==> config.mk <==
export PLATFORM = sky130hd
export DESIGN_NAME = rtcx_top
export DESIGN_NICKNAME = d
export VERILOG_FILES = /design/src/rtcx_ireg.v /design/src/rtcx_timebase.v /design/src/rtcx_top.v
export VERILOG_INCLUDE_DIRS = /design/src
export SDC_FILE = /design/constraint.sdc
export NUM_CORES = 1
export LEC_CHECK = 0
export BUFFER_PORTS_ARGS = -buffer_cell sky130_fd_sc_hd__buf_2
export CAP_MARGIN = 20
export CORE_MARGIN = 2
export CORE_UTILIZATION = 60
export CTS_CLUSTER_SIZE = 16
export DETAILED_ROUTE_END_ITERATION = 12
export GPL_TIMING_DRIVEN = 0
export HOLD_SLACK_MARGIN = 0.06
export PLACE_DENSITY = 0.8
export SLEW_MARGIN = 20
export SYNTH_ARGS = -nofsm -noshare
export SYNTH_HDL_FRONTEND = slang
export SYNTH_SLANG_ARGS = --single-unit
==> constraint.sdc <==
create_clock -name mclk -period 2.5 [get_ports mclk]
set_input_delay 0.125 -clock mclk [delete_from_list [all_inputs] [get_ports mclk]]
set_output_delay 0.125 -clock mclk [all_outputs]
set_load 0.01 [all_outputs]
==> src/rtcx_map.vh <==
// constants for the clock access port and its timebase
`ifndef RTCX_MAP_VH
`define RTCX_MAP_VH
// =============================================
// special function register addresses and reset values
`define RTCX_ADDR_INDEX      8'hAC
`define RTCX_ADDR_DATA       8'hAD
`define RTCX_INDEX_RESET     8'h10
`define RTCX_DATA_RESET      8'h00
// =============================================
// index register fields
`define RTCX_BIT_BUSY        7
`define RTCX_BIT_AUTO_READ   6
`define RTCX_BIT_UNUSED      5
`define RTCX_BIT_SHORT       4
`define RTCX_IDX_MSB         3
// =============================================
// access timing in system clocks
`define RTCX_CYC_NORMAL      3'h7
`define RTCX_CYC_SHORT       3'h6
// =============================================
// internal register addresses
`define RTCX_IA_CAP_LO       4'h0
`define RTCX_IA_CAP_HI       4'h3
`define RTCX_IA_CTRL         4'h4
`define RTCX_IA_OSC_CTRL     4'h5
`define RTCX_IA_OSC_CFG      4'h6
`define RTCX_IA_ALM_LO       4'h8
`define RTCX_IA_ALM_HI       4'hB
// =============================================
// internal register fields
`define RTCX_CTRL_POWER      7
`define RTCX_CTRL_MCD        6
`define RTCX_CTRL_FAIL       5
`define RTCX_OCTL_AGC        7
`define RTCX_OCTL_XSEL       6
`define RTCX_OCTL_BIAS       5
`define RTCX_OCTL_VALID      4
`define RTCX_OCTL_SLOW_ON    3
`define RTCX_OCFG_CAP_READY  6
`define RTCX_OCFG_CAP_MSB    3
// =============================================
// timebase source codes
`define RTCX_SRC_OFF         2'h0
`define RTCX_SRC_CRYSTAL     2'h1
`define RTCX_SRC_SELFOSC     2'h2
`define RTCX_SRC_LFO         2'h3
`endif

==> src/rtcx_ireg.v <==
// internal clock register bank reached through the access port
`timescale 1ns/1ps
`include "rtcx_map.vh"
module rtcx_ireg (
  input  wire       mclk,
  input  wire       rst_b,
  input  wire       ce,
  input  wire       wr,
  input  wire [3:0] addr,
  input  wire [7:0] wdata,
  input  wire       osc_fail_flag,
  input  wire       clock_valid_flag,
  input  wire       load_cap_ready_flag,
  output reg  [7:0] rdata,
  output wire       osc_power_enable,
  output wire       missing_clk_enable,
  output wire       gain_control_enable,
  output wire       crystal_mode_select,
  output wire       bias_doubling,
  output wire       low_freq_osc_enable,
  output wire [3:0] load_cap_setting
);
  reg [7:0] mem_reg [0:15];
  integer   i;
  // =============================================
  // storage
  always @(posedge mclk or negedge rst_b) begin
    if (!rst_b) begin
      for (i = 0; i < 16; i = i + 1) begin
        mem_reg[i] <= 8'h00;
      end
    end else if (ce && wr) begin
      mem_reg[addr] <= wdata;
    end
  end
  // =============================================
  // read with live hardware flags
  always @* begin
    rdata = mem_reg[addr];
    case (addr)
      `RTCX_IA_CTRL:     rdata[`RTCX_CTRL_FAIL] = osc_fail_flag;
      `RTCX_IA_OSC_CTRL: rdata[`RTCX_OCTL_VALID] = clock_valid_flag;
      `RTCX_IA_OSC_CFG:  rdata[`RTCX_OCFG_CAP_READY] = load_cap_ready_flag;
      default:           rdata = mem_reg[addr];
    endcase
  end
  assign osc_power_enable    = mem_reg[`RTCX_IA_CTRL][`RTCX_CTRL_POWER];
  assign missing_clk_enable  = mem_reg[`RTCX_IA_CTRL][`RTCX_CTRL_MCD];
  assign gain_control_enable = mem_reg[`RTCX_IA_OSC_CTRL][`RTCX_OCTL_AGC];
  assign crystal_mode_select = mem_reg[`RTCX_IA_OSC_CTRL][`RTCX_OCTL_XSEL];
  assign bias_doubling       = mem_reg[`RTCX_IA_OSC_CTRL][`RTCX_OCTL_BIAS];
  assign low_freq_osc_enable = mem_reg[`RTCX_IA_OSC_CTRL][`RTCX_OCTL_SLOW_ON];
  assign load_cap_setting    = mem_reg[`RTCX_IA_OSC_CFG][`RTCX_OCFG_CAP_MSB:0];
endmodule // rtcx_ireg

==> src/rtcx_timebase.v <==
// timebase selection and tick counting for the clock
`timescale 1ns/1ps
`include "rtcx_map.vh"
module rtcx_timebase (
  input  wire        mclk,
  input  wire        rst_b,
  input  wire        ce,
  input  wire        osc_tick,
  input  wire        lfo_tick,
  input  wire        osc_power_enable,
  input  wire        crystal_mode_select,
  input  wire        bias_doubling,
  input  wire        low_freq_osc_enable,
  output reg  [1:0]  src_sel_reg,
  output reg         crystal_pin_short_reg,
  output reg         self_osc_fast_reg,
  output reg  [31:0] timer_reg
);
  reg [1:0] src_sel_next;
  wire      tick;
  // =============================================
  // source choice
  always @* begin
    if (low_freq_osc_enable) begin
      src_sel_next = `RTCX_SRC_LFO;
    end else if (!osc_power_enable) begin
      src_sel_next = `RTCX_SRC_OFF;
    end else if (crystal_mode_select) begin
      src_sel_next = `RTCX_SRC_CRYSTAL;
    end else begin
      src_sel_next = `RTCX_SRC_SELFOSC;
    end
  end
  assign tick = (src_sel_reg == `RTCX_SRC_LFO) ? lfo_tick :
                (src_sel_reg == `RTCX_SRC_OFF) ? 1'b0 : osc_tick;
  // =============================================
  // registered selection and timer
  always @(posedge mclk or negedge rst_b) begin
    if (!rst_b) begin
      src_sel_reg           <= `RTCX_SRC_OFF;
      crystal_pin_short_reg <= 1'b0;
      self_osc_fast_reg     <= 1'b0;
      timer_reg             <= 32'h00000000;
    end else if (ce) begin
      src_sel_reg           <= src_sel_next;
      crystal_pin_short_reg <= (src_sel_next == `RTCX_SRC_SELFOSC);
      self_osc_fast_reg     <= bias_doubling;
      if (tick) begin
        if (src_sel_reg == `RTCX_SRC_LFO) begin
          timer_reg <= timer_reg + 32'h00000002;
        end else begin
          timer_reg <= timer_reg + 32'h00000001;
        end
      end
    end
  end
endmodule // rtcx_timebase

==> src/rtcx_top.v <==
// indirect access port to the clock registers, with its timebase
`timescale 1ns/1ps
`include "rtcx_map.vh"
module rtcx_top (
  input  wire        mclk,
  input  wire        rst_b,
  input  wire        por_b,
  input  wire        ce,
  input  wire [7:0]  sfr_addr,
  input  wire        sfr_wr,
  input  wire        sfr_rd,
  input  wire [7:0]  sfr_wdata,
  input  wire        osc_tick,
  input  wire        lfo_tick,
  input  wire        osc_fail_flag,
  input  wire        clock_valid_flag,
  input  wire        load_cap_ready_flag,
  output reg  [7:0]  sfr_rdata,
  output wire        osc_power_enable,
  output wire        missing_clk_enable,
  output wire        gain_control_enable,
  output wire        crystal_mode_select,
  output wire        bias_doubling,
  output wire        low_freq_osc_enable,
  output wire [3:0]  load_cap_setting,
  output wire [1:0]  timebase_sel,
  output wire        crystal_pin_short,
  output wire        self_osc_fast,
  output wire [31:0] rtc_timer
);
  localparam ST_IDLE  = 2'h0;
  localparam ST_READ  = 2'h1;
  localparam ST_WRITE = 2'h2;

  reg  [1:0] state_reg;
  reg  [2:0] cnt_reg;
  reg        short_reg;
  reg        auto_read_reg;
  reg  [3:0] index_reg;
  reg  [7:0] rtc_data_window;
  reg        ireg_wr_reg;
  wire [7:0] ireg_rdata;
  wire       wr_index;
  wire       wr_data;
  wire       rd_data;
  wire       idle;
  wire       start_rd;
  wire       done;
  wire [7:0] rtc_index_control;

  // =============================================
  // decode helpers
  function auto_inc;
    input [3:0] a;
    begin
      auto_inc = (a <= `RTCX_IA_CAP_HI) ||
                 ((a >= `RTCX_IA_ALM_LO) && (a <= `RTCX_IA_ALM_HI));
    end
  endfunction

  function [2:0] access_len;
    input s;
    begin
      access_len = s ? `RTCX_CYC_SHORT : `RTCX_CYC_NORMAL;
    end
  endfunction

  assign wr_index = sfr_wr && (sfr_addr == `RTCX_ADDR_INDEX);
  assign wr_data  = sfr_wr && (sfr_addr == `RTCX_ADDR_DATA);
  assign rd_data  = sfr_rd && (sfr_addr == `RTCX_ADDR_DATA);
  assign idle     = (state_reg == ST_IDLE);
  assign start_rd = (wr_index && sfr_wdata[`RTCX_BIT_BUSY]) ||
                    (rd_data && auto_read_reg);
  assign done     = !idle && (cnt_reg == 3'h1);
  assign rtc_index_control = {!idle, auto_read_reg, 1'b0,
                              short_reg, index_reg};

  // =============================================
  // access sequencer, cleared by device reset
  always @(posedge mclk or negedge rst_b) begin
    if (!rst_b) begin
      state_reg   <= ST_IDLE;
      cnt_reg     <= 3'h0;
      short_reg   <= 1'b1;
      ireg_wr_reg <= 1'b0;
    end else if (ce) begin
      ireg_wr_reg <= 1'b0;
      if (wr_index) begin
        short_reg <= sfr_wdata[`RTCX_BIT_SHORT];
      end
      case (state_reg)
        ST_IDLE: begin
          if (wr_data) begin
            state_reg <= ST_WRITE;
            cnt_reg   <= access_len(short_reg);
          end else if (start_rd) begin
            state_reg <= ST_READ;
            cnt_reg   <= access_len(short_reg);
          end
        end
        ST_READ, ST_WRITE: begin
          cnt_reg <= cnt_reg - 3'h1;
          if (done) begin
            ireg_wr_reg <= (state_reg == ST_WRITE);
            state_reg   <= ST_IDLE;
          end
        end
        default: begin
          state_reg <= ST_IDLE;
        end
      endcase
    end
  end

  // =============================================
  // index and data, kept over device reset
  always @(posedge mclk or negedge por_b) begin
    if (!por_b) begin
      auto_read_reg   <= 1'b0;
      index_reg       <= 4'h0;
      rtc_data_window <= `RTCX_DATA_RESET;
    end else if (ce) begin
      if (wr_index) begin
        auto_read_reg <= sfr_wdata[`RTCX_BIT_AUTO_READ];
        index_reg     <= sfr_wdata[`RTCX_IDX_MSB:0];
      end else if (ireg_wr_reg && auto_inc(index_reg)) begin
        index_reg <= index_reg + 4'h1;
      end else if (done && (state_reg == ST_READ) &&
                   auto_inc(index_reg)) begin
        index_reg <= index_reg + 4'h1;
      end
      if (wr_data && idle) begin
        rtc_data_window <= sfr_wdata;
      end else if (done && (state_reg == ST_READ)) begin
        rtc_data_window <= ireg_rdata;
      end
    end
  end

  // =============================================
  // register read port
  always @(posedge mclk or negedge rst_b) begin
    if (!rst_b) begin
      sfr_rdata <= 8'h00;
    end else if (ce) begin
      if (sfr_rd && (sfr_addr == `RTCX_ADDR_INDEX)) begin
        sfr_rdata <= rtc_index_control;
      end else if (rd_data) begin
        sfr_rdata <= rtc_data_window;
      end else begin
        sfr_rdata <= 8'h00;
      end
    end
  end

  // =============================================
  // internal registers and timebase
  rtcx_ireg u_ireg (
    .mclk                (mclk),
    .rst_b               (rst_b),
    .ce                  (ce),
    .wr                  (ireg_wr_reg),
    .addr                (index_reg),
    .wdata               (rtc_data_window),
    .osc_fail_flag       (osc_fail_flag),
    .clock_valid_flag    (clock_valid_flag),
    .load_cap_ready_flag (load_cap_ready_flag),
    .rdata               (ireg_rdata),
    .osc_power_enable    (osc_power_enable),
    .missing_clk_enable  (missing_clk_enable),
    .gain_control_enable (gain_control_enable),
    .crystal_mode_select (crystal_mode_select),
    .bias_doubling       (bias_doubling),
    .low_freq_osc_enable (low_freq_osc_enable),
    .load_cap_setting    (load_cap_setting)
  );

  rtcx_timebase u_tb (
    .mclk                  (mclk),
    .rst_b                 (rst_b),
    .ce                    (ce),
    .osc_tick              (osc_tick),
    .lfo_tick              (lfo_tick),
    .osc_power_enable      (osc_power_enable),
    .crystal_mode_select   (crystal_mode_select),
    .bias_doubling         (bias_doubling),
    .low_freq_osc_enable   (low_freq_osc_enable),
    .src_sel_reg           (timebase_sel),
    .crystal_pin_short_reg (crystal_pin_short),
    .self_osc_fast_reg     (self_osc_fast),
    .timer_reg             (rtc_timer)
  );
endmodule // rtcx_top

; Word level (Yosys, flattened, before mapping)
; Index checks and enable logic that the tools add are counted.
[totals]
ff_bits = 192
inputBits = 27
output_inout_bits = 54
wordCells = 111
[op_classes]
addsub = 4
magnitude_cmp = 5
eq_ne = 12
mux = 32
bitwise = 1
reduce_logical = 29
[op_table]
columns = op, n
row1 = $bwmux W128, 1
row2 = $mux W8, 7
row3 = $add A32 B1 Y32 const B, 1
row4 = $add A32 B2 Y32 const B, 1
row5 = $bmux W8 S4, 1
row6 = $demux W8 S4, 1
row7 = $mux W32, 1
row8 = $eq A8 B8 Y1 const B, 2
row9 = $logic_and A1 B1 Y1, 14
row10 = $eq A4 B3 Y1 const B, 3
row11 = $mux W2, 6
row12 = $mux W4, 3
row13 = $mux W1, 8
row14 = $reduce_and A2 Y1, 4
row15 = $eq A2 B2 Y1 const B, 3
row16 = $mux W3, 2
row17 = $pmux W3 S2, 1
row18 = $reduce_and A3 Y1, 2
row19 = $ge A5 B5 Y1 const B, 1
row20 = $lt A5 B1 Y1 const B, 1
row21 = $not A4 Y5, 1
row22 = $add A4 B1 Y4 const B, 1
row23 = $ge A4 B4 Y1 const B, 1
row24 = $le A4 B2 Y1 const B, 1
row25 = other kinds (13), 16

; Logic depth before layout (Yosys ltp)
; Gate-level depths: netlist of the first run.
[depth]
depth_word = 8
ltp_mapped = 9
mapped_depth_nobuf = 7

; By module
; From an unflattened synthesis of the first run, not the netlist that was laid out.
[unflattened]
cells_unflattened = 707
area_unflattened_um2 = 9491.6
[by_module_without_submodules]
columns = module, instances, cells_each, area_each_um2, seq_area_each_um2
row1 = rtcx_ireg, 1, 357, 5864.4, 3153.0
row2 = rtcx_timebase, 1, 175, 1923.1, 900.9
row3 = rtcx_top, 1, 175, 1704.1, 701.9

; Worst setup path before layout of the first run
; OpenSTA, ideal clock, no wires.
[synth_path]
path_type = register to register
from = register index_reg[0]
to = register u_ireg.mem_reg[104] in the netlist's numbering
setup_ns = 0.125
t_arrival_ns = 2.018
required_ns = 2.375
slack_ns = 0.358
path_stages_with_launch = 10
n_path_buf = 4
synth_period_minus_slack_ns = 2.142
cell_sequence = dfrtp_1 -> buf_4 -> buf_6 -> buf_12 -> inv_1 -> ha_1 -> nand3_1 -> or3_1 -> clkbuf_1 -> mux2_2
[synth_via]
elab_chain_cells = 6
elab_cells_between_ends = 7
classes_between = order compare (2) / mux (3) / bitwise (1) / reduce/logical (1)
[synth_lines]
columns = element, line_no
row1 = from (decl), rtcx_top.v:39  ; reg [3:0] index_reg;
row2 = from (signal assigned), rtcx_top.v:125  ; index_reg <= sfr_wdata[`RTCX_IDX_MSB:0];
row3 = from (signal assigned), rtcx_top.v:127  ; index_reg <= index_reg + 4'h1;
row4 = from (signal assigned), rtcx_top.v:130  ; index_reg <= index_reg + 4'h1;
row5 = $not A4 Y5 (implied by the code) (*), rtcx_ireg.v:33  ; mem_reg[addr] <= wdata;
row6 = $ge A5 B5 Y1 (implied by the code) / $lt A5 B1 Y1 (equally long branches), rtcx_ireg.v:33
row7 = $logic_and A1 B1 Y1 (implied by the code), rtcx_ireg.v:33
row8 = $mux W8 (implied by the code), rtcx_ireg.v:33
row9 = $demux W8 S4 (*), rtcx_ireg.v:33
row10 = $bwmux W128 (*), rtcx_ireg.v:33
row11 = "to (signal, indexed assignment)", rtcx_ireg.v:33
row12 = to (decl), rtcx_ireg.v:23  ; reg [7:0] mem_reg [0:15];
; Mark *: on every way between the ends. The rest lies on a longest branch, timed or not.
; A chain may end at the register's enable or synchronous reset.

; Worst setup path after layout of the first run
[layout_path]
from = register index_reg[1]
to = register u_ireg.mem_reg[50] in the netlist's numbering
; Same word-level chain as after synthesis.

==> results of run 1 <==
## how the worst max path moves through the flow
stage	from	endpoint	slack (ps)	depth (start not counted)
finish	index_reg[1]	u_ireg.mem_reg[50]	60	6
global route	index_reg[1]	u_ireg.mem_reg[49]	-20	6
CTS	index_reg[0]	u_ireg.mem_reg[57]	-110	8
detailed placement	index_reg[0]	u_ireg.mem_reg[9]	-290	8
global placement	rst_b	u_ireg.mem_reg[48]	-1280	1
floorplan	index_reg[0]	u_ireg.mem_reg[104]	360	9
## layer usage
| layer | share of wire (%) | up-vias |
|---|---|---|
| li1 | - | 2844 |
| met4 | 2.5 | 0 |
| met1 | 42 | 3262 |
| met5 | 0 | - |
| met2 | 50 | 237 |
| met3 | 6.0 | 42 |
## per-stage QoR
stage | utilization, % | setup slack, ps
final | 70.3 | 61.9
after global routing | 70.3 | -21.5
after CTS | 70.1 | -113
after detailed placement | 65.7 | -290
after global placement | 65.4 | -1280
after floorplan | - | 358
## report_power, final
group / switching, mW / leakage, nW / internal, mW / total, mW
Clock: 1.15 / 0.276 / 1.52 / 2.67
Sequential: 0.245 / 2.63 / 3.26 / 3.50
Combinational: 1.14 / 2.29 / 0.718 / 1.86
## synth_stat cells (all sizes together), types with 2 or more instances
cell type,instances
dfrtp,191
mux2,136
nor2,58
nand2,33
mux4,27
a21oi,25
buf,24
clkbuf,23
xnor2,22
nand3,20
and3,14
inv,13
o21ai,13
ha,12
mux2i,12
a221oi,10
nand4,10
xor2,9
a31oi,8
or3,8
and2,7
nand2b,6
nor3,6
a211oi,5
nor2b,3
nor4,3
a22o,2
and4,2
nand4b,2
o21a,2
o221ai,2
## cell families after synthesis
group / after synthesis
AOI/OAI and AO/OA: 78
adders and majority gates: 12
buffers and inverters: 60
DFF: 192
and+or+nand+nor: 179
muxes: 175
xor gates and xnor gates: 31
## layout by cell type (no fill, tap or decap), types with 10 or more instances in the layout
cell	Yosys	routed
nand2_1	33	33
inv_1	13	13
xnor2_1	21	21
mux2_2	136	136
clkbuf_1	23	22
a21oi_1	24	24
ha_1	12	12
dfrtp_1	191	191
mux4_2	27	27
nand3_1	19	17
mux2i_1	12	12
clkbuf_16	0	17
and3_1	14	14
nor2_1	50	47
buf_2	8	85
o21ai_0	10	10
a221oi_1	10	10
## area by class of cell
type / instances / area (um2) / area share [%]
inverters: 13 / 48.8 / 0.456
plain buffers: 44 / 248 / 2.32
flip-flops and latches: 192 / 4810 / 44.9
multi-input cells: 475 / 4270 / 39.9
repair buffers: 88 / 518 / 4.84
clock inverters: 9 / 108 / 1.01
well taps: 188 / 235 / 2.20
clock buffers: 21 / 460 / 4.31
## timing repair
item | 4_1_cts | 5_1_grt
hold buffers | 9 | 0
endpoints found under the hold margin | 93 | 0
resized for setup | 7 | 7
setup endpoints to repair | 56 | 72
## worst reg2reg max path, stage by stage (launching register included)
cell,delay [ps]
dfrtp_1,400
clkbuf_1,220
inv_1,230
ha_1,240
nand3_1,240
nor2_2,590
mux2_2,410
==> impl_results.md, run 1 <==
* Status: finished, final reports clean
* Type of the tightest min-delay check: in2reg
* First drt pass iteration count at 5
* DRC Markers at 0
* Largest net degree at the start of global routing at 108
* Post-Layout Cell Count at 1030
* Post-place instance area at 9980 um2
* PwrDens at 751 nW/um2
* Area growth syn-to-layout at 14.8%
* Delay-heaviest family, CP: simple AND/OR/NAND/NOR gates
* Critical path arrival at 2760 ps
* Worst Hold Path EP: rtc_data_window[5]
* Setup violators final at 0
* Average cell area after synthesis at 12.8 um2
* Minimum clock period at 2440 ps
* Post-synthesis mux area share at 24.3%
* Simple-gate share of the synthesized area at 10.3%
* Post-Syn Area at 9320 um2
* I/O pin count at 81
* Buf/Inv on CP at 2
* Post-Synth Adder-Cell Area at 1.61%
* Skew-Pair Late Insertion Delay at 440 ps
* Final Skew at 8.20 ps
* Ys async rst share at 100%
* Layer with the highest usage: met2
* Maxcap violations at 0
* # clock sinks at 192
* Routed Antenna Nets at 0
* RSZ-0062 raised after global routing: yes
* Final design instance area without fill at 10700 um2
* Vias in the first global route at 6578
* Placer Congestion at 0.900
* Crit end category: flip-flop
* Setup tns final at 0 ps
* Pwr Total at 8.03 mW
* Worst-path cell chain: clkbuf_1 -> inv_1 -> ha_1 -> nand3_1 -> nor2_2 -> mux2_2
* Synth warnings at 0
* Initial drt markers at 457
* TritonCTS clock tree: built
* DIE WIDTH at 129 um
* Drt via density at 6.20
* Worst r2r src: index_reg[1]
* Period utilization at 97.5%
* Vias at 6385
* Synth top area share at 51.3%
* Worst-Margin Slew at 921 ps
* WL final at 22400 um
* Reg2Reg Depth at 6
* # nets final at 870
* Crit Path Max Fanout at 8
* Overall Global Routing Usage at 28.8%
* Slowest stage delay, CP at 590 ps
* M2 GR Usage at 48.7%
* Yosys top cell by area: dfrtp_1
* Top cells by area, synth: dfrtp_1, mux2_2, mux4_2, nor2_1, xnor2_1
* Hold depth at 4
* Synth Register Bits at 192
* Synth Area in XOR/XNOR at 2.99%
* Seq/Total Area, Yosys at 51.6%
* Peak Freq at 0.410 GHz
* Worst vdd ir at 0.488 mV
* Initial core utilization at 61.3%
* Post-Syn Nets at 766
* Placed insts at 994
* Min-delay src: sfr_wdata[5]
* EDFF count, synth at 0
* H-tree Lvls at 4
* Placement row count at 45
* Main combinational cell family by area after synthesis: multiplexers
* M1 GR Usage at 37.6%
* Max_slew headroom at 38.4%
* First-pass GRT wire length at 35800 um
* Clock Tree Root: clkbuf_16
* Crit Path Category: reg2reg
* Fraction of layout cells with a size suffix above 1 at 37.6%
* Slowest cell on the critical path: nor2_2
* Die H at 129 um
* Synth cell types at 62
* Hold WS at 85.7 ps
* Cells after Synth at 727
* Antenna violations before repair at 0
* Clk buf depth at 2
* Clock-pin slew on the worst setup and hold paths at 70 ps
* DP Wirelength at 15200 um
* Fill cells at 1057
* Gr ovfl total at 0
* Final hold vios at 0
* Synth Area in Compound Gates at 6.00%
* Core Area at 15200 um2
* R2R setup slack at 60 ps
* Setup Fix Bufs, Post-CTS at 0
* Critical Path Source Type: flip-flop
* Critical path required time at 2820 ps
* N_diodes at 0
* M3 GR Usage at 5.45%
* Max Slew Vio Count at 0
* Critical R2R Capture: u_ireg.mem_reg[50]
* Primary flip-flop cell chosen by synthesis mapping: dfrtp_1
* LEAKAGE at 5.20 nW
* Largest register FFs at 118
* IO buf count at 78
* Wire per inst at 21.8 um
* Die area at 16500 um2
* CTS Buf Count at 17
(Power assumes the default switching activity.)
==> run 2: changes to the inputs <==
--- a/config.mk
+++ b/config.mk
@@ -10,11 +10,13 @@
 export CAP_MARGIN = 20
 export CORE_MARGIN = 2
 export CORE_UTILIZATION = 60
+export CTS_BUF_LIST = sky130_fd_sc_hd__clkbuf_8 sky130_fd_sc_hd__clkbuf_16
 export CTS_CLUSTER_SIZE = 16
 export DETAILED_ROUTE_END_ITERATION = 12
 export GPL_TIMING_DRIVEN = 0
 export HOLD_SLACK_MARGIN = 0.06
 export PLACE_DENSITY = 0.8
+export REMOVE_ABC_BUFFERS = 1
 export SLEW_MARGIN = 20
 export SYNTH_ARGS = -nofsm -noshare
 export SYNTH_HDL_FRONTEND = slang
==> run 2 against run 1 <==
- the run now ends with negative setup slack left
- clock-buffer cell count is 2 lower
- power is 4.2% higher
- largest cell class unchanged
- critical endpoint is now u_ireg.mem_reg[17]
- die area stayed put
- hold slack better by 25 ps
==> impl_results.md, run 2 (same netlist as run 1, synthesis figures left out) <==
* Status: complete, but fails checks
* Failing checks: negative setup slack
* Worst r2r src: index_reg[1]
* Setup tns final at -181 ps (-181 ps)
* Crit Path Max Fanout at 22 (+14)
* Max Slew Vio Count at 0 (unchanged)
* Final hold vios at 0 (unchanged)
* Critical R2R Capture: u_ireg.mem_reg[17]
* PwrDens at 787 nW/um2 (+4.8%)
* Largest register FFs at 118 (unchanged)
* LEAKAGE at 5.17 nW (-0.55%)
* Critical path arrival at 2850 ps (+90 ps)
* Placed insts at 951 (-4.3%)
* PnR worst setup slack at -36.1 ps (-98.0 ps)
* Max_slew headroom at 48.9% (+10 points)
* First-pass GRT wire length at 35600 um (-0.33%)
* Maxcap violations at 0 (unchanged)
* WL final at 22200 um (-1.0%)
* Most common cell after layout, fill and taps aside: dfrtp_1
* Seq. cell area at 4810 um2 (+0.16%)
* Final Skew at 7.43 ps (-0.767 ps)
* IO buf count at 80 (+2.6%)
* Die H at 129 um (unchanged)
* Critical path required time at 2810 ps (about the same)
* Skew-Pair Late Insertion Delay at 440 ps (about the same)
* RSZ-0062 raised after global routing: yes
* Post-Layout Cell Count at 993 (-3.6%)
* Wire per inst at 22.4 um (+2.7%)
* Setup violators final at 15 (+15)
* Worst vdd ir at 0.644 mV (+32%)
* First drt pass iteration count at 5 (unchanged)
* CTS Buf Count at 17 (unchanged)
* Minimum clock period at 2540 ps (+98.0 ps)
* Reg2Reg Depth at 6 (unchanged)
* Crit end category: flip-flop
* Vias in the first global route at 6646 (+1.0%)
* Pwr Total at 8.37 mW (+4.2%)
* Area of the multi-input gates at 4260 um2 (-0.20%)
* Peak Freq at 0.394 GHz (-3.9%)
* Largest net degree at the start of global routing at 101 (-6.5%)
* Clock-pin slew on the worst setup and hold paths at 70 ps (about the same)
* Overall Global Routing Usage at 28.2% (-0.56 points)
* Critical Path Source Type: flip-flop
* Final core utilization at 70.0% (-0.39 points)
* Clk buf depth at 2 (unchanged)
* Type of the tightest min-delay check: in2async
* Initial drt markers at 554 (+21%)
* DIE WIDTH at 129 um (unchanged)
* Antenna violations before repair at 0 (unchanged)
* # clock sinks at 192 (unchanged)
* Clock Tree Root: clkbuf_16
* Vias at 6362 (-0.36%)
* Die area at 16500 um2 (unchanged)
* Period utilization at 101% (+3.9 points)
* Initial core utilization at 61.3% (unchanged)
* Worst-Margin Slew at 767 ps (-154 ps)
* Setup Fix Bufs, Post-CTS at 0 (unchanged)
* Gr ovfl total at 0 (unchanged)
* Crit Path Category: reg2reg
* Critical path origin: index_reg[1]
* Fraction of layout cells with a size suffix above 1 at 38.3% (+0.61 points)
* R2R setup slack at -40 ps (-100 ps)
* CP Capture Point: u_ireg.mem_reg[17]
* Fill cells at 1005 (-4.9%)
* DRC Markers at 0 (unchanged)
* Placement row count at 45 (unchanged)
* Commonest cells after routing, fill and taps aside: dfrtp_1, mux2_2, buf_2
* # nets final at 831 (-4.5%)
* TritonCTS clock tree: built
* Routed Antenna Nets at 0 (unchanged)
* DP Wirelength at 14400 um (-5.6%)
* N_diodes at 0 (unchanged)
* Core Area at 15200 um2 (unchanged)
* Placer Congestion at 0.842 (-6.4%)
* H-tree Lvls at 4 (unchanged)
* Drt via density at 6.41 (+3.4%)
* Area growth syn-to-layout at 14.1%
* I/O pin count at 81 (unchanged)
run 2: cell types whose count changed in the layout (fill, tap and decap cells not counted), moves of 4 or more:
cell / delta
buf_2: -6
buf_6: -4
dfrtp_1: -4
buf_1: -4
bufinv_16: +4
buf_4: -7
clkbuf_1: -22
run 2: worst min-delay path by stage:
stage / startpoint / to / slack (ps)
4_1_cts: por_b / rtc_data_window[3] / 100
6_report: por_b / auto_read_reg / 110
3_5_place_dp: por_b / auto_read_reg / 20
5_1_grt: sfr_addr[0] / state_reg[0] / 130
3_3_place_gp: por_b / auto_read_reg / 20
2_1_floorplan: por_b / auto_read_reg / -170
run 2: power by group:
group          total, mW  switching (mW)  internal, mW  leakage [nW]
Clock               3.11            1.18          1.93         0.331
Combinational       1.48           0.802         0.679          2.21
Sequential          3.78           0.515          3.26          2.62
run 2: repair_timing:
item / 4_1_cts / 5_1_grt
setup endpoints to repair: 36 / 73
gates resized for setup: 3 / 12
hold buffers: 10 / 0
hold endpoints to repair: 101 / 0
run 2: area by class of cell:
class                           count  share of cell area [%]
Inverter                           13                   0.459
Tap cell                          188                    2.21
Timing Repair Buffer               93                    5.58
Clock inverter                     13                    2.16
Clock buffer                       19                    4.26
Sequential cell                   192                    45.3
Multi-Input combinational cell    475                    40.1
run 2: worst max-delay path, cell delays in order, from the launching register on:
cell and delay, ps:
dfrtp_2 570, buf_16 250, inv_1 180, ha_1 240
nand3_1 240, nor2_2 520, mux2_2 410
run 2: layer usage:
| layer | GRT usage (%) | wire length (um) | up-vias |
|---|---|---|---|
| met5 | 0 | 0 | - |
| met4 | 11.0 | 509 | 0 |
| met3 | 4.91 | 1310 | 44 |
| met2 | 46.9 | 11100 | 279 |
| met1 | 37.6 | 9270 | 3276 |
| li1 | - | - | 2763 |
run 2: through the flow:
stage	instance area [um2]	hold WS, ps	setup WS [ps]
2_1_floorplan	9060	-171	-536
3_3_place_gp	9690	17.9	-1540
3_5_place_dp	9790	20.6	-152
4_1_cts	10600	100	-14.2
5_1_grt	10600	133	-119
6_report	10600	111	-36.1
